**config.mk**
```make
export PLATFORM = sky130hd
export DESIGN_NAME = acmp_ctrl
export DESIGN_NICKNAME = d
export VERILOG_FILES = /design/src/rtl/acmp_pkg.sv /design/src/rtl/acmp_sync.sv /design/src/rtl/acmp_ctrl.sv
export SDC_FILE = /design/constraint.sdc
export NUM_CORES = 1
export LEC_CHECK = 0
export ABC_AREA = 1
export BUFFER_PORTS_ARGS = -buffer_cell sky130_fd_sc_hd__clkbuf_2
export CAP_MARGIN = 20
export CORE_UTILIZATION = 46
export DETAILED_ROUTE_END_ITERATION = 6
export GPL_TIMING_DRIVEN = 1
export HOLD_SLACK_MARGIN = 0.12
export PLACE_DENSITY = 0.75
export SETUP_SLACK_MARGIN = 0.5
export SYNTH_ARGS = -nofsm -noshare
export SYNTH_HDL_FRONTEND = slang
export SYNTH_SLANG_ARGS = --single-unit
```
**constraint.sdc**
```tcl
create_clock -name clk -period 0.95 [get_ports clk]
set_clock_uncertainty 0.15 [all_clocks]
set_input_delay 0.0475 -clock clk [delete_from_list [all_inputs] [get_ports clk]]
set_output_delay 0.0475 -clock clk [all_outputs]
set_load 0.1 [all_outputs]
```
**src/rtl/acmp_pkg.sv**
```systemverilog
/*
 holds the register map, field positions, reset values and shared types of the
 comparator control block. assumes an 8-bit special-function-register bus.
*/
package acmp_pkg;
   // ==========================================================================
   // register addresses
   localparam logic [7:0] ADDR_CTRL = 8'h9B; // comparator_control
   localparam logic [7:0] ADDR_MODE = 8'h9D; // cmp_mode_register
   localparam logic [7:0] ADDR_MUX = 8'h9F; // comparator_input_select
   // ==========================================================================
   // reset values
   localparam logic [7:0] RST_CTRL = 8'h00;
   localparam logic [7:0] RST_MODE = 8'h02;
   localparam logic [7:0] RST_MUX = 8'hFF;
   // ==========================================================================
   // control register bit positions
   localparam int B_EN = 7;
   localparam int B_OUT = 6;
   localparam int B_RIF = 5;
   localparam int B_FIF = 4;
   localparam int B_HYP = 2; // two bits, 3-2
   localparam int B_HYN = 0; // two bits, 1-0
   // mode register bit positions
   localparam int B_RIE = 5;
   localparam int B_FIE = 4;
   localparam int B_MD = 0; // two bits, 1-0
   // mux register bit positions
   localparam int B_NSEL = 4; // four bits, 7-4
   localparam int B_PSEL = 0; // four bits, 3-0
   // ==========================================================================
   // sfr bus request
   typedef struct packed {
      logic wr; // write strobe, one cycle
      logic [7:0] addr; // sfr address
      logic [7:0] wdata; // write data
   } acmp_bus_s;
   // settings sent to the analog core
   typedef struct packed {
      logic enable;
      logic [1:0] pos_hysteresis_sel;
      logic [1:0] neg_hysteresis_sel;
      logic [1:0] response_time_mode;
      logic [3:0] pos_input_sel;
      logic [3:0] neg_input_sel;
   } acmp_analog_s;
endpackage

```
**src/rtl/acmp_sync.sv**
```systemverilog
/*
 two-flop synchroniser for the raw comparator level. assumes the level may
 change at any time relative to clk.
*/
`timescale 1ns/100ps
module acmp_sync (
   input wire logic clk,
   input wire logic nrst,
   input wire logic d,
   output logic q
);
   // ==========================================================================
   // state
   typedef struct packed {
      logic s1; // first stage, read only by s2
      logic s2; // second stage, safe to use
   } acmp_sync_s;
   acmp_sync_s st_reg, st_next;

   // next-state: shift the level through
   always_comb begin
      st_next = st_reg;
      st_next.s1 = d;
      st_next.s2 = st_reg.s1;
   end

   // register stage
   always_ff @(posedge clk or negedge nrst) begin
      if (!nrst) begin
         st_reg <= '0;
      end else begin
         st_reg <= st_next;
      end
   end

   assign q = st_reg.s2;
endmodule

```
**src/rtl/acmp_ctrl.sv**
```systemverilog
/*
 digital control and status around the voltage comparator: control, mode and
 input-select registers on the sfr bus, edge flags and the interrupt request.
 assumes sfr writes are one-cycle strobes and reads are combinational selects
 registered here, so read data appear one cycle after the address.
*/
`timescale 1ns/100ps

// What this block does
// enable bit powers comparator on and off
// bit 6 reads current comparator output
// falling transition sets bit 4 flag
// rising transition sets bit 5 flag
// flags sticky until software writes zero
// rising interrupt only when rising enable set
// falling interrupt only when falling enable set
// disabled comparator drives port output low
// synced output plus raw unclocked output
// two hysteresis fields, bits 3-2, 1-0
// bits 7-4 pick negative input pin
// bits 3-0 pick positive input pin
// software clears flags after settings change
// poll, interrupt, pin routing independent
// mode register: enables, response time, reset 02
// irq while flag and its enable set
// edges found on synced output, once each
module acmp_ctrl (
   input wire logic clk,
   input wire logic nrst,
   input wire acmp_pkg::acmp_bus_s sfr_req,
   output logic [7:0] sfr_rdata,
   input wire logic cmp_core_out, // raw analog core decision
   output acmp_pkg::acmp_analog_s analog_cfg,
   output logic synced_cmp_output,
   output logic raw_cmp_output,
   output logic cmp_irq
);
   // ==========================================================================
   // state and helpers
   typedef struct packed {
      logic [7:0] ctrl; // enable, flags, hysteresis (bit 6 not stored)
      logic [7:0] mode; // irq enables and response time
      logic [7:0] mux; // input selects
      logic prev; // previous synced sample
      logic synced; // registered output to port
      logic irq;
      logic [7:0] rdata;
   } acmp_state_s;
   acmp_state_s st_reg, st_next;
   logic cmp_sync; // synchronised core decision
   logic rise, fall;

   // mask write data to its writable bits
   function automatic logic [7:0] acmp_wmask(input logic [7:0] a, input logic [7:0] d);
      case (a)
         acmp_pkg::ADDR_CTRL: acmp_wmask = d & 8'hBF;
         acmp_pkg::ADDR_MODE: acmp_wmask = d & 8'h33;
         default: acmp_wmask = d;
      endcase
   endfunction

   // raw decision is gated by enable; no clock in this path
   assign raw_cmp_output = cmp_core_out & st_reg.ctrl[acmp_pkg::B_EN];

   acmp_sync u_sync (
      .clk(clk),
      .nrst(nrst),
      .d(raw_cmp_output),
      .q(cmp_sync)
   );

   // edges judged on the synced level, previous vs current sample
   assign rise = cmp_sync & ~st_reg.prev;
   assign fall = ~cmp_sync & st_reg.prev;

   // ==========================================================================
   // next-state logic
   always_comb begin
      st_next = st_reg;
      st_next.prev = cmp_sync;
      // register writes
      if (sfr_req.wr) begin
         case (sfr_req.addr)
            acmp_pkg::ADDR_CTRL: begin
               st_next.ctrl = acmp_wmask(sfr_req.addr, sfr_req.wdata);
            end
            acmp_pkg::ADDR_MODE: begin
               st_next.mode = acmp_wmask(sfr_req.addr, sfr_req.wdata);
            end
            acmp_pkg::ADDR_MUX: begin
               st_next.mux = sfr_req.wdata;
            end
            default: begin
               st_next.mux = st_reg.mux; // other addresses belong elsewhere
            end
         endcase
      end
      // port copy follows the enable being written on this very edge, so a
      // disable pulls the pin low at once instead of after the sync stages;
      // polling and edge flags use the synced copy of the enable-gated raw level
      st_next.synced = cmp_sync & st_next.ctrl[acmp_pkg::B_EN];
      // hardware sets win over a software clear in the same cycle
      if (rise) begin
         st_next.ctrl[acmp_pkg::B_RIF] = 1'b1;
      end
      if (fall) begin
         st_next.ctrl[acmp_pkg::B_FIF] = 1'b1;
      end
      // interrupt from flags gated by their enables
      st_next.irq = (st_next.ctrl[acmp_pkg::B_RIF] & st_next.mode[acmp_pkg::B_RIE]) |
                    (st_next.ctrl[acmp_pkg::B_FIF] & st_next.mode[acmp_pkg::B_FIE]);
      // read data registered
      case (sfr_req.addr)
         acmp_pkg::ADDR_CTRL: begin
            st_next.rdata = st_reg.ctrl;
            st_next.rdata[acmp_pkg::B_OUT] = cmp_sync;
         end
         acmp_pkg::ADDR_MODE: begin
            st_next.rdata = st_reg.mode;
         end
         acmp_pkg::ADDR_MUX: begin
            st_next.rdata = st_reg.mux;
         end
         default: begin
            st_next.rdata = 8'h00; // unmapped reads as zero
         end
      endcase
   end

   // ==========================================================================
   // state register
   always_ff @(posedge clk or negedge nrst) begin
      if (!nrst) begin
         st_reg.ctrl <= acmp_pkg::RST_CTRL;
         st_reg.mode <= acmp_pkg::RST_MODE;
         st_reg.mux <= acmp_pkg::RST_MUX;
         st_reg.prev <= 1'b0;
         st_reg.synced <= 1'b0;
         st_reg.irq <= 1'b0;
         st_reg.rdata <= 8'h00;
      end else begin
         st_reg <= st_next;
      end
   end

   // ==========================================================================
   // outputs
   assign sfr_rdata = st_reg.rdata;
   assign synced_cmp_output = st_reg.synced;
   assign cmp_irq = st_reg.irq;
   // analog settings straight from the registers
   assign analog_cfg.enable = st_reg.ctrl[acmp_pkg::B_EN];
   assign analog_cfg.pos_hysteresis_sel = st_reg.ctrl[acmp_pkg::B_HYP +: 2];
   assign analog_cfg.neg_hysteresis_sel = st_reg.ctrl[acmp_pkg::B_HYN +: 2];
   assign analog_cfg.response_time_mode = st_reg.mode[acmp_pkg::B_MD +: 2];
   assign analog_cfg.pos_input_sel = st_reg.mux[acmp_pkg::B_PSEL +: 4];
   assign analog_cfg.neg_input_sel = st_reg.mux[acmp_pkg::B_NSEL +: 4];

   // ==========================================================================
   // assertions
   property p_rise_flag;
      @(posedge clk) disable iff (!nrst) rise |=> st_reg.ctrl[acmp_pkg::B_RIF];
   endproperty
   a_rise_flag: assert property (p_rise_flag) else $error("rise flag not set");

   property p_fall_flag;
      @(posedge clk) disable iff (!nrst) fall |=> st_reg.ctrl[acmp_pkg::B_FIF];
   endproperty
   a_fall_flag: assert property (p_fall_flag) else $error("fall flag not set");

   property p_sticky;
      @(posedge clk) disable iff (!nrst)
         st_reg.ctrl[acmp_pkg::B_RIF] && !(sfr_req.wr && sfr_req.addr == acmp_pkg::ADDR_CTRL)
         |=> st_reg.ctrl[acmp_pkg::B_RIF];
   endproperty
   a_sticky: assert property (p_sticky) else $error("rise flag lost");

   property p_irq_rise;
      @(posedge clk) disable iff (!nrst)
         cmp_irq |-> (st_reg.ctrl[acmp_pkg::B_RIF] && st_reg.mode[acmp_pkg::B_RIE]) ||
                     (st_reg.ctrl[acmp_pkg::B_FIF] && st_reg.mode[acmp_pkg::B_FIE]);
   endproperty
   a_irq_rise: assert property (p_irq_rise) else $error("irq without cause");

   property p_irq_mask;
      @(posedge clk) disable iff (!nrst)
         !st_reg.mode[acmp_pkg::B_RIE] && !st_reg.mode[acmp_pkg::B_FIE] |-> !cmp_irq;
   endproperty
   a_irq_mask: assert property (p_irq_mask) else $error("irq while masked");

   property p_irq_fall;
      @(posedge clk) disable iff (!nrst)
         st_reg.ctrl[acmp_pkg::B_FIF] && st_reg.mode[acmp_pkg::B_FIE] |-> cmp_irq;
   endproperty
   a_irq_fall: assert property (p_irq_fall) else $error("fall irq missing");

   // the port copy is gated on the enable edge itself, so no settling cycles
   property p_off_low;
      @(posedge clk) disable iff (!nrst)
         !st_reg.ctrl[acmp_pkg::B_EN] |-> !synced_cmp_output;
   endproperty
   a_off_low: assert property (p_off_low) else $error("output high while off");

   // the unclocked copy must also sit low while the core is unpowered
   property p_raw_off;
      @(posedge clk) disable iff (!nrst)
         !st_reg.ctrl[acmp_pkg::B_EN] |-> !raw_cmp_output;
   endproperty
   a_raw_off: assert property (p_raw_off) else $error("raw output high while off");

   property p_sync_lag;
      @(posedge clk) disable iff (!nrst)
         synced_cmp_output == ($past(cmp_sync) && st_reg.ctrl[acmp_pkg::B_EN]);
   endproperty
   a_sync_lag: assert property (p_sync_lag) else $error("synced output wrong");

   property p_once;
      @(posedge clk) disable iff (!nrst) rise |=> !rise;
   endproperty
   a_once: assert property (p_once) else $error("edge seen twice");

   c_rise: cover property (@(posedge clk) disable iff (!nrst) rise);
   c_fall: cover property (@(posedge clk) disable iff (!nrst) fall);
   c_irq: cover property (@(posedge clk) disable iff (!nrst) cmp_irq);
   // disable while the output is high, the case the gating exists for
   c_off: cover property (@(posedge clk) disable iff (!nrst)
      synced_cmp_output ##1 !st_reg.ctrl[acmp_pkg::B_EN]);
endmodule

```
* Word-level counts from Yosys, hierarchy flattened
Index checks and enable logic that the tools add are counted.
W data, S select, Z words.
** Word-level totals
- Bits in registers :: 32
- Word-level logic and storage cells :: 33
** Cells by class
- Equal/unequal tests :: 3
- Muxes and demuxes :: 7
- Bitwise logic cells :: 9
- Reduce and logical (&&, ||, !) cells :: 3
** Operators with widths (count)
- $eq A8 B8 Y1 const B :: 3
- $mux W24 :: 1
- $pmux W8 S3 :: 1
- $mux W8 :: 2
- $and A1 B1 Y1 :: 6
- $mux W6 :: 1
- $reduce_and A2 Y1 :: 3
- $mux W1 :: 2
- $not A1 Y1 :: 2
- $or A1 B1 Y1 :: 1

* Logic depth before layout (Yosys ltp)
Gate-level depths: netlist (run 1).
- Depth in word-level cells :: 6
- Depth in mapped cells :: 9
- Gate-level depth less buffers :: 9

* Modules after synthesis
From an unflattened synthesis (run 1), not the netlist that was laid out.
** Second synthesis, totals
- Cell total of the unflattened synthesis :: 162
- Area total of the unflattened synthesis :: 1560.2 um^2
** Modules (own cells, without submodules)
- acmp_ctrl :: instances 1, cells an instance 160, area an instance 1510.2 um^2
- acmp_sync :: instances 1, cells an instance 2, area an instance 50.0 um^2

* Worst setup path before layout (run 1)
No wires, ideal clock.
- Kind :: flip-flop to flip-flop
- Start :: register st_reg (netlist bit analog_cfg[14])
- End :: register u_sync.st_reg (netlist bit u_sync.st_next[0])
- Arrival time :: 1.007 ns
- Required time :: 0.602 ns
- Path slack :: -0.405 ns
- Cell stages (with the launch flop) :: 3
- Path buffers :: 0
- Period minus slack after synthesis :: 1.355 ns
- Cell sequence :: dfrtp_1 nand2_1 inv_1
** Between the ends
- Cells in the longest elaborated chain, start to end :: 1
** RTL lines
- start, declared :: RTL line acmp_ctrl.sv:49 : acmp_state_s st_reg, st_next;
- start signal, assigned :: RTL line acmp_ctrl.sv:142 : st_reg <= st_next;
- $and A1 B1 Y1 :: RTL line acmp_ctrl.sv:63 : assign raw_cmp_output = cmp_core_out & st_reg.ctrl[acmp_pkg::B_EN];
- via raw_cmp_output :: RTL line acmp_ctrl.sv:35 : output logic raw_cmp_output,
- end signal, assigned :: RTL line acmp_sync.sv:32 : st_reg <= st_next;
- end, declared :: RTL line acmp_sync.sv:18 : acmp_sync_s st_reg, st_next;
The timed path passes the listed nets, and every way through them passes these cells.
A chain may end at the register's enable or synchronous reset.

* Worst setup path after layout (run 1)
- Start :: register st_reg (netlist bit analog_cfg[14])
- End :: output port raw_cmp_output
** Between the ends
- Cells in the longest elaborated chain, start to end :: 1
** RTL lines (RTL line)
- $and A1 B1 Y1 :: acmp_ctrl.sv:63
- end, declared :: acmp_ctrl.sv:35
No other way between the ends.

==> flow_summary.rst, run 1 <==
.. list-table::
   :header-rows: 1

   * - Metric
     - Value
   * - Hold_ws
     - -0.528 ns
   * - Outcome
     - complete, but fails checks
   * - Violated checks
     - negative hold slack, negative setup slack
   * - TritonCTS clock tree
     - built
   * - Via count of the first global-routing pass
     - 1461
   * - Post-Syn Instances
     - 162
   * - Routed Antenna Nets
     - 0
   * - Max-slew violations
     - 0
   * - Highest clock rate
     - 752 MHz
   * - Layout area overhead
     - 79.8%
   * - CORE AREA
     - 3130 um^2
   * - Worst hold-check path type
     - primary input to async pin
   * - FF+latch count, synth
     - 32
   * - DRC
     - 0
   * - Number of top-level design ports
     - 46
   * - Area of the die
     - 3630 um^2
   * - Kind of start point of the critical path
     - flip-flop
   * - Slew at the pin closest to its max-slew limit
     - 0.383 ns
   * - Skew-Pair Late Insertion Delay
     - 0.34 ns
   * - TritonCTS sink count
     - 32
   * - DR vias/cell
     - 5.43
   * - Endpoints failing setup
     - 49
   * - H-tree lvl count
     - 2
   * - First-pass GRT wire length
     - 7.01 mm
   * - Unrepaired setup endpoints after global routing
     - true
   * - Final period utilization
     - 1.40
   * - Final hold violations
     - 53
   * - Share of post-route cells with drive strength above 1
     - 0.745
   * - Maximum number of pins on one net before global-route repair
     - 33
   * - CTS clk-pin slew, worst paths
     - 0.12 ns
   * - Async set-reset flop share out of synthesis
     - 1.00
   * - Syn_area_per_cell
     - 9.63 um^2
   * - Number of distinct library cell variants in the gate-level netlist after synthesis
     - 26
   * - Most area-hungry cell type in the Yosys netlist
     - dfrtp_1
   * - Register-to-Register Path Depth
     - 4
   * - Global Route Usage Sum
     - 0.282
   * - Commonest cells in the synthesized netlist
     - nand2_1 (39), buf_4 (23), dfrtp_1 (23)
   * - Pwr per Cell Area
     - 1420 nW/um^2
   * - Proportion of netlist area held by the largest area contributor
     - 0.369
   * - Inserted Clock Buffers
     - 5
   * - Post-detail-place hpwl
     - 2.60 mm
   * - Leading register cell type out of synthesis
     - dfrtp_1
   * - Post-synth EDFFs
     - 0
   * - Most repeated cell in the gate-level netlist after synthesis
     - nand2_1
   * - Inserted Diodes
     - 0
   * - Sum Neg Setup Slack
     - -11.05 ns
   * - Total standard cell area after synthesis
     - 1560 um^2
   * - Clock tree root driver cell
     - clkbuf_4
   * - Mapped Nets
     - 182
   * - Endpoint class of the critical path
     - output port
   * - Minimum setup slack among reg-to-reg paths
     - -0.29 ns
   * - Length of the first detailed-routing pass in iterations
     - 4
   * - Design Power
     - 0.00399 W
   * - Initial Utilization
     - 0.499
   * - Post-detailed-routing wire length
     - 5.72 mm
   * - Die X
     - 60.2 um
   * - Via Count
     - 1494
   * - Number of standard cells in the final layout excluding fillers
     - 275
   * - Sequential cell area fraction in the yosys report
     - 0.520
   * - Synth area leaders
     - dfrtp_1 (37%), dfstp_2 (15%), buf_4 (11%), nand2_1 (9.4%), inv_1 (5.1%)
   * - Chip height
     - 60.2 um
   * - Layout Nets
     - 250
   * - Dpl cells
     - 240
   * - Worst-path fanout max
     - 3
   * - Slack of the critical path
     - -0.381 ns
   * - Residual overflow from global routing
     - 0
   * - Row cnt
     - 20
   * - CTS max path bufs
     - 2
   * - Number of port buffers
     - 45
   * - Peak ir drop on the vdd network
     - 1.45 mV
   * - Number of violations reported at the end of detailed-routing iteration 0
     - 109
   * - Largest register FFs
     - 15
   * - Average wire length per cell after detail routing
     - 20.8 um
   * - Initial antenna violation count
     - 0
   * - Max Cap Violations
     - 0
   * - RD Place Congestion
     - 0.801
   * - Worst slew slack as a fraction of its limit
     - 0.744
   * - Number of warnings reported in the yosys synthesis log
     - 0
   * - Required time of the critical path
     - 0.75 ns
   * - Kind of critical path
     - flip-flop to output port
   * - Min cycle time layout
     - 1.33 ns
   * - Leakage
     - 1.36 nW
   * - Data arrival time of the critical path
     - 1.13 ns
-- cell families (layout without fill, tap and decap cells) --
| kind of cell | after synthesis | after routing | synth area share |
|---|---|---|---|
| buf+inv | 48 | 117 | 0.180 |
| simple gates | 61 | 61 | 0.217 |
| compound gates | 21 | 21 | 0.0826 |
| flops | 32 | 32 | 0.520 |
-- area by class of cell --
type	instances	area, um^2
inverters	24	140
flip-flops and latches	32	821
multi-input cells	82	647
clock inverters	1	30.0
fillers	107	323
repair buffers	85	1050
well taps	44	55.1
clock buffers	7	65.1
-- routing by layer --
metal | vias up | GRT usage | share of wire
met5 | - | 0 | 0
met4 | 0 | 0.159 | 0.049
met3 | 30 | 0.0758 | 0.069
met2 | 104 | 0.490 | 0.53
met1 | 736 | 0.307 | 0.35
li1 | 624 | - | -
-- stage by stage --
stage,area [um^2],hold slack [ns],util,worst slack (ns)
5_1_grt,2810,-0.514,0.897,-0.410
3_3_place_gp,2230,-0.140,0.714,-0.325
4_1_cts,2590,-0.516,0.829,-0.398
3_5_place_dp,2230,-0.136,0.714,-0.412
6_report,2810,-0.528,0.897,-0.381
2_1_floorplan,1810,-0.398,-,-0.393
-- worst paths after layout --
kind,from,endpoint
worst max-delay path,analog_cfg[14]$_DFF_PN0_,raw_cmp_output
worst min register to register,u_sync.st_next[0]$_DFF_PN0_,u_sync.q$_DFF_PN0_
min in group clk,sfr_req[6],analog_cfg[2]$_DFFE_PN1P_
worst max register to register,analog_cfg[0]$_DFFE_PN1P_,sfr_rdata[4]$_DFF_PN0_
max in group asynchronous,nrst,analog_cfg[0]$_DFFE_PN1P_
worst min-delay path,nrst,analog_cfg[8]$_DFFE_PN0P_
-- power breakdown --
group          switching, W  internal, W  total (W)
Combinational      0.000735     0.000476    0.00121
Clock              0.000532     0.000699    0.00123
Sequential        0.0000880      0.00146    0.00155
-- placed cells by master (no fill, tap or decap), drive strengths merged --
master	Yosys	layout
buf	24	67
bufinv	0	1
clkbuf	0	25
clkinv	2	1
clkinvlp	0	1
dfrtp	23	23
dfstp	9	9
inv	22	22
nand2	45	45
nand3	7	7
nand4	2	2
nor2	6	6
o211ai	2	2
o21ai	14	14
o221ai	2	2
o22ai	3	3
or2	1	1
-- critical path: stages (launching register included) --
cell and delay (ns):
dfrtp_2 0.44, nand2_2 0.08, clkinvlp_4 0.10, buf_12 0.17
-- repair_timing --
item | CTS | global route
pin swaps | 19 | 10
hold endpoints to repair | 59 | 56
buffers inserted | 16 | 11
resized for setup | 37 | 34
cloned | 0 | 0
endpoints found under the setup margin | 58 | 58
Power figures use the tool's default switching activity.
==> run 2, diff against run 1 <==
--- a/config.mk
+++ b/config.mk
@@ -13,6 +13,7 @@
 export GPL_TIMING_DRIVEN = 1
 export HOLD_SLACK_MARGIN = 0.12
 export PLACE_DENSITY = 0.75
+export REMOVE_ABC_BUFFERS = 1
 export SETUP_SLACK_MARGIN = 0.5
 export SYNTH_ARGS = -nofsm -noshare
 export SYNTH_HDL_FRONTEND = slang
==> run 2 against run 1 <==
The flow still finishes with violations (negative hold slack, negative setup slack). Sequential power is essentially flat. Power is 14% lower. Register-to-register slack better by 0.11 ns. Utilization is 13 points lower. Die area unchanged. Non-clock buffer count fell by 21. Critical path type unchanged. Critical endpoint is now analog_cfg[6]. Highest routed layer unchanged.
==> flow_summary.rst, run 2 (same netlist as run 1, synthesis figures left out) <==
.. list-table::
   :header-rows: 1

   * - Metric
     - Value
   * - Residual overflow from global routing
     - 0
   * - Violated checks
     - negative hold slack, negative setup slack
   * - Number of standard cells in the final layout excluding fillers
     - 255
   * - Minimum setup slack among reg-to-reg paths
     - -0.18 ns
   * - Required time of the critical path
     - 0.75 ns
   * - Outcome
     - complete, but fails checks
   * - Worst hold-check path type
     - primary input to async pin
   * - Most common cell after layout, fill and taps aside
     - nand2_1
   * - Max Cap Violations
     - 0
   * - Register-to-Register Path Depth
     - 3
   * - Endpoint class of the critical path
     - output port
   * - Number of top-level design ports
     - 46
   * - Inserted Diodes
     - 0
   * - Average wire length per cell after detail routing
     - 13.2 um
   * - Leakage
     - 1.20 nW
   * - Final hold violations
     - 54
   * - RD Place Congestion
     - 0.714
   * - Peak ir drop on the vdd network
     - 1.05 mV
   * - Area of the die
     - 3630 um^2
   * - Global routing met3 resource utilization
     - 0.0519
   * - Layout area overhead
     - 54.2%
   * - Capture point of the worst reg-to-reg path
     - sfr_rdata[0]$_DFF_PN0_
   * - Clock tree root driver cell
     - clkbuf_4
   * - Global-route layer with the greatest usage
     - met2
   * - Chain of cells forming the critical path
     - buf_12
   * - DR vias/cell
     - 4.83
   * - Initial antenna violation count
     - 0
   * - Largest register FFs
     - 15
   * - Initial Utilization
     - 0.499
   * - Highest clock rate
     - 775 MHz
   * - Hold_ws
     - -0.495 ns
   * - Area occupied by multi-input gates
     - 564 um^2
   * - Dpl cells
     - 237
   * - CORE AREA
     - 3130 um^2
   * - Maximum number of pins on one net before global-route repair
     - 33
   * - Row cnt
     - 20
   * - Skew-Pair Late Insertion Delay
     - 0.34 ns
   * - Die X
     - 60.2 um
   * - Cell family with the largest share of critical-path delay
     - flip-flops
   * - CTS max path bufs
     - 2
   * - Endpoints failing setup
     - 43
   * - Worst slew slack as a fraction of its limit
     - 0.795
   * - Layout Nets
     - 230
   * - Commonest non-fill, non-tap cells in the layout
     - nand2_1 (37), buf_12 (28), dfrtp_1 (23)
   * - Via count of the first global-routing pass
     - 1166
   * - Worst-path fanout max
     - 2
   * - Inserted Clock Buffers
     - 5
   * - Kind of critical path
     - flip-flop to output port
   * - First-pass GRT wire length
     - 5.16 mm
   * - Chip height
     - 60.2 um
   * - CTS clk-pin slew, worst paths
     - 0.10 ns
   * - WP buf/inv
     - 1
   * - DRC
     - 0
   * - Routed Antenna Nets
     - 0
   * - Pwr per Cell Area
     - 1430 nW/um^2
   * - TritonCTS clock tree
     - built
   * - Footprint of the flip-flops and latches
     - 812 um^2
   * - Number of port buffers
     - 45
   * - Length of the first detailed-routing pass in iterations
     - 4
   * - Unrepaired setup endpoints after global routing
     - true
   * - Final period utilization
     - 1.36
   * - Largest incremental delay on the critical path
     - 0.58 ns
   * - Min cycle time layout
     - 1.29 ns
   * - Global Route Usage Sum
     - 0.203
   * - Met1 usage in global routing
     - 0.233
   * - Post-detailed-routing wire length
     - 3.36 mm
   * - Max-slew violations
     - 0
   * - Slack of the critical path
     - -0.340 ns
   * - Fill cell total of the finished layout
     - 176
   * - Slew at the pin closest to its max-slew limit
     - 0.307 ns
   * - Share of post-route cells with drive strength above 1
     - 0.588
   * - H-tree lvl count
     - 2
   * - Data arrival time of the critical path
     - 1.09 ns
   * - Startpoint of the worst register-to-register path
     - analog_cfg[4]$_DFFE_PN1P_
   * - Via Count
     - 1231
   * - Number of violations reported at the end of detailed-routing iteration 0
     - 26
   * - TritonCTS sink count
     - 32
   * - Critical path's slowest cell
     - dfstp_2
   * - Kind of start point of the critical path
     - flip-flop
   * - Fraction of met2 tracks used by global routing
     - 0.342
   * - Post-detail-place hpwl
     - 2.38 mm
==> run 2: layer usage <==
metal,part of all wire,vias to the layer above,wire length [um]
li1,-,589,-
met1,0.39,593,1300
met2,0.53,42,1790
met3,0.059,7,197
met4,0.019,0,64
met5,0,-,0
==> run 2: worst max path at each step <==
stage                                          from                     endpoint  slack, ns  depth (start not counted)
after CTS                 analog_cfg[4]$_DFFE_PN1P_                analog_cfg[4]      -0.35                          1
after global placement                  sfr_req[14]  synced_cmp_output$_DFF_PN0_      -0.22                          9
after floorplan            analog_cfg[14]$_DFF_PN0_  u_sync.st_next[0]$_DFF_PN0_      -1.06                          2
final                     analog_cfg[6]$_DFFE_PN1P_                analog_cfg[6]      -0.34                          1
after detailed placement                sfr_req[14]  synced_cmp_output$_DFF_PN0_      -0.24                          9
after global routing      analog_cfg[9]$_DFFE_PN1P_                analog_cfg[9]      -0.37                          1
==> run 2: final cells by class <==
cell class,count,area share
sequential,32,0.337
multi-input combinational,83,0.235
inverter,24,0.0416
timing repair buffer,64,0.335
clock buffer,8,0.0286
tap,44,0.0229
==> run 2: report_power, final <==
| group | internal (W) | switching, W |
|---|---|---|
| combinational | 0.000373 | 0.000647 |
| clock | 0.000435 | 0.000451 |
| sequential | 0.00146 | 0.0000740 |
| total | 0.00227 | 0.00117 |
==> run 2: metrics by stage <==
stage          setup WS, ns  instance area (um^2)  TNS [ns]  total power, W   util
6_report             -0.340                  2410     -7.81         0.00344  0.769
5_1_grt              -0.373                  2410     -9.11         0.00356  0.769
4_1_cts              -0.350                  2310     -7.52         0.00341  0.738
3_5_place_dp         -0.242                  2140     -5.18         0.00247  0.685
3_3_place_gp         -0.219                  2140     -4.37         0.00246  0.685
2_1_floorplan         -1.06                  1370    -14.86         0.00206      -
==> run 2: timing repair <==
action                                  4_1_cts  5_1_grt
resized for setup                            33       16
pin swaps                                    23       11
endpoints found under the hold margin        58       55
cloned                                        0        1
buffers inserted                              5        4
endpoints found under the setup margin       58       58
==> run 3, diff against run 2 <==
--- a/config.mk
+++ b/config.mk
@@ -12,7 +12,7 @@
 export DETAILED_ROUTE_END_ITERATION = 6
 export GPL_TIMING_DRIVEN = 1
 export HOLD_SLACK_MARGIN = 0.12
-export PLACE_DENSITY = 0.75
+export PLACE_DENSITY_LB_ADDON = 0.1
 export REMOVE_ABC_BUFFERS = 1
 export SETUP_SLACK_MARGIN = 0.5
 export SYNTH_ARGS = -nofsm -noshare
==> run 3 against run 2 <==
The run still ends with negative hold slack, negative setup slack left. Die area unchanged. Final cell count rose by 3.9%. Hold slack got worse by 0.0025 ns. Sequential cell count unchanged. Critical path depth stayed put. Critical path type unchanged. Largest cell class is now buffers.
==> flow_summary.rst, run 3 (same netlist as run 1, synthesis figures left out) <==
.. list-table::
   :header-rows: 1

   * - Metric
     - Value
   * - First-pass GRT wire length
     - 5.43 mm
   * - Post-detailed-routing wire length
     - 3.83 mm
   * - CTS clk-pin slew, worst paths
     - 0.11 ns
   * - TritonCTS sink count
     - 32
   * - Layout area overhead
     - 64.2%
   * - Largest incremental delay on the critical path
     - 0.59 ns
   * - Number of violations reported at the end of detailed-routing iteration 0
     - 34
   * - Share of post-route cells with drive strength above 1
     - 0.670
   * - Fill cell total of the finished layout
     - 171
   * - Data arrival time of the critical path
     - 1.11 ns
   * - Inserted Diodes
     - 0
   * - Pwr per Cell Area
     - 1430 nW/um^2
   * - H-tree lvl count
     - 2
   * - Skew-Pair Late Insertion Delay
     - 0.33 ns
   * - Chip height
     - 60.2 um
   * - Number of top-level design ports
     - 46
   * - Post-detail-place hpwl
     - 2.37 mm
   * - Endpoints failing setup
     - 48
   * - Cell family with the largest share of critical-path delay
     - flip-flops
   * - Final hold violations
     - 53
   * - Layout Nets
     - 240
   * - Critical path's slowest cell
     - dfstp_2
   * - Kind of critical path
     - flip-flop to output port
   * - Worst slew slack as a fraction of its limit
     - 0.759
   * - Violated checks
     - negative hold slack, negative setup slack
   * - Endpoint class of the critical path
     - output port
   * - Average wire length per cell after detail routing
     - 14.4 um
   * - Slack of the critical path
     - -0.354 ns
   * - Setup slack after placement
     - -0.235 ns
   * - Residual overflow from global routing
     - 0
   * - Kind of start point of the critical path
     - flip-flop
   * - RD Place Congestion
     - 0.820
   * - Hold_ws
     - -0.498 ns
   * - Slew at the pin closest to its max-slew limit
     - 0.361 ns
   * - DR vias/cell
     - 4.91
   * - Die X
     - 60.2 um
   * - Inserted Clock Buffers
     - 5
   * - Unrepaired setup endpoints after global routing
     - true
   * - Worst hold-check path type
     - primary input to async pin
   * - Initial antenna violation count
     - 0
   * - Global Route Usage Sum
     - 0.214
   * - Maximum number of pins on one net before global-route repair
     - 33
   * - Final period utilization
     - 1.37
   * - Via count of the first global-routing pass
     - 1209
   * - Worst-path fanout max
     - 2
   * - Max-slew violations
     - 0
   * - Outcome
     - complete, but fails checks
   * - Commonest non-fill, non-tap cells in the layout
     - nand2_1 (33), buf_12 (27), dfrtp_1 (23)
   * - Dpl cells
     - 239
   * - Area of the die
     - 3630 um^2
   * - Via Count
     - 1301
   * - Required time of the critical path
     - 0.75 ns
   * - Highest clock rate
     - 767 MHz
   * - Min cycle time layout
     - 1.30 ns
   * - Length of the first detailed-routing pass in iterations
     - 4
   * - Largest register FFs
     - 15
   * - CORE AREA
     - 3130 um^2
   * - Max Cap Violations
     - 0
   * - TritonCTS clock tree
     - built
   * - Row cnt
     - 20
   * - Number of standard cells in the final layout excluding fillers
     - 265
   * - CTS max path bufs
     - 2
   * - Routed Antenna Nets
     - 0
   * - Initial Utilization
     - 0.499
   * - Most common cell after layout, fill and taps aside
     - nand2_1
   * - Peak ir drop on the vdd network
     - 1.11 mV
   * - Chain of cells forming the critical path
     - buf_12
   * - Leakage
     - 1.27 nW
   * - Clock tree root driver cell
     - clkbuf_4
   * - Number of port buffers
     - 45
   * - DRC
     - 0
   * - WP buf/inv
     - 1
==> run 3: changes by cell type in the layout (fill, tap and decap cells not counted), moves of 2 or more <==
cell and delta:
buf_6 +12, clkbuf_8 -2, inv_1 -3, inv_4 +4, nand2_1 -4, nand2_2 +5
o21ai_1 -4, o21ai_2 +3, o22ai_2 +2
==> run 3: power breakdown <==
group          leakage (nW)  total, W  internal (W)  switching, W
Sequential            0.386   0.00154       0.00146     0.0000787
Clock                0.0412   0.00103      0.000548      0.000486
Combinational         0.840   0.00109      0.000428      0.000666
==> run 3: final timing paths <==
kind / slack [ns] / from / to / depth (start not counted)
max reg2reg: -0.22 / analog_cfg[14]$_DFF_PN0_ / synced_cmp_output$_DFF_PN0_ / 4
min in group clk: -0.24 / sfr_req[6] / analog_cfg[2]$_DFFE_PN1P_ / 3
max in group asynchronous: 0.90 / nrst / analog_cfg[3]$_DFFE_PN1P_ / 2
min reg2reg: 0.21 / u_sync.st_next[0]$_DFF_PN0_ / u_sync.q$_DFF_PN0_ / 0
max: -0.35 / analog_cfg[7]$_DFFE_PN1P_ / analog_cfg[7] / 1
min: -0.50 / nrst / cmp_irq$_DFF_PN0_ / 2
==> run 3: routing by layer <==
metal / up-vias / share of wire / wire (um) / track usage
li1: 605 / - / - / -
met1: 630 / 0.40 / 1540 / 0.259
met2: 56 / 0.52 / 1990 / 0.364
met3: 10 / 0.056 / 213 / 0.0606
met4: 0 / 0.024 / 91 / 0.0698
met5: - / 0 / 0 / 0
==> run 3: layout make-up <==
| type | count | area (um^2) | area share |
|---|---|---|---|
| clock inverter | 3 | 42.5 | 0.0166 |
| sequential | 32 | 812 | 0.317 |
| timing repair buffer | 75 | 921 | 0.360 |
| inverter | 24 | 109 | 0.0425 |
| clock buffer | 5 | 37.5 | 0.0147 |
| multi-input combinational | 82 | 584 | 0.228 |
| tap | 44 | 55.1 | 0.0215 |
==> run 3: stage by stage <==
step	total power (W)	hold slack (ns)	cell area, um^2	utilization	TNS [ns]
floorplan	0.00206	-0.398	1370	-	-14.86
global placement	0.00246	-0.134	2150	0.686	-3.90
detailed placement	0.00247	-0.133	2150	0.686	-5.00
CTS	0.00356	-0.503	2330	0.744	-7.51
global route	0.00379	-0.496	2560	0.819	-10.26
finish	0.00367	-0.498	2560	0.819	-8.73
==> run 3: timing repair <==
action,4_1_cts,5_1_grt
pin swaps,19,17
hold endpoints to repair,56,55
endpoints found under the setup margin,58,58
buffers inserted,4,14
resized for setup,39,38
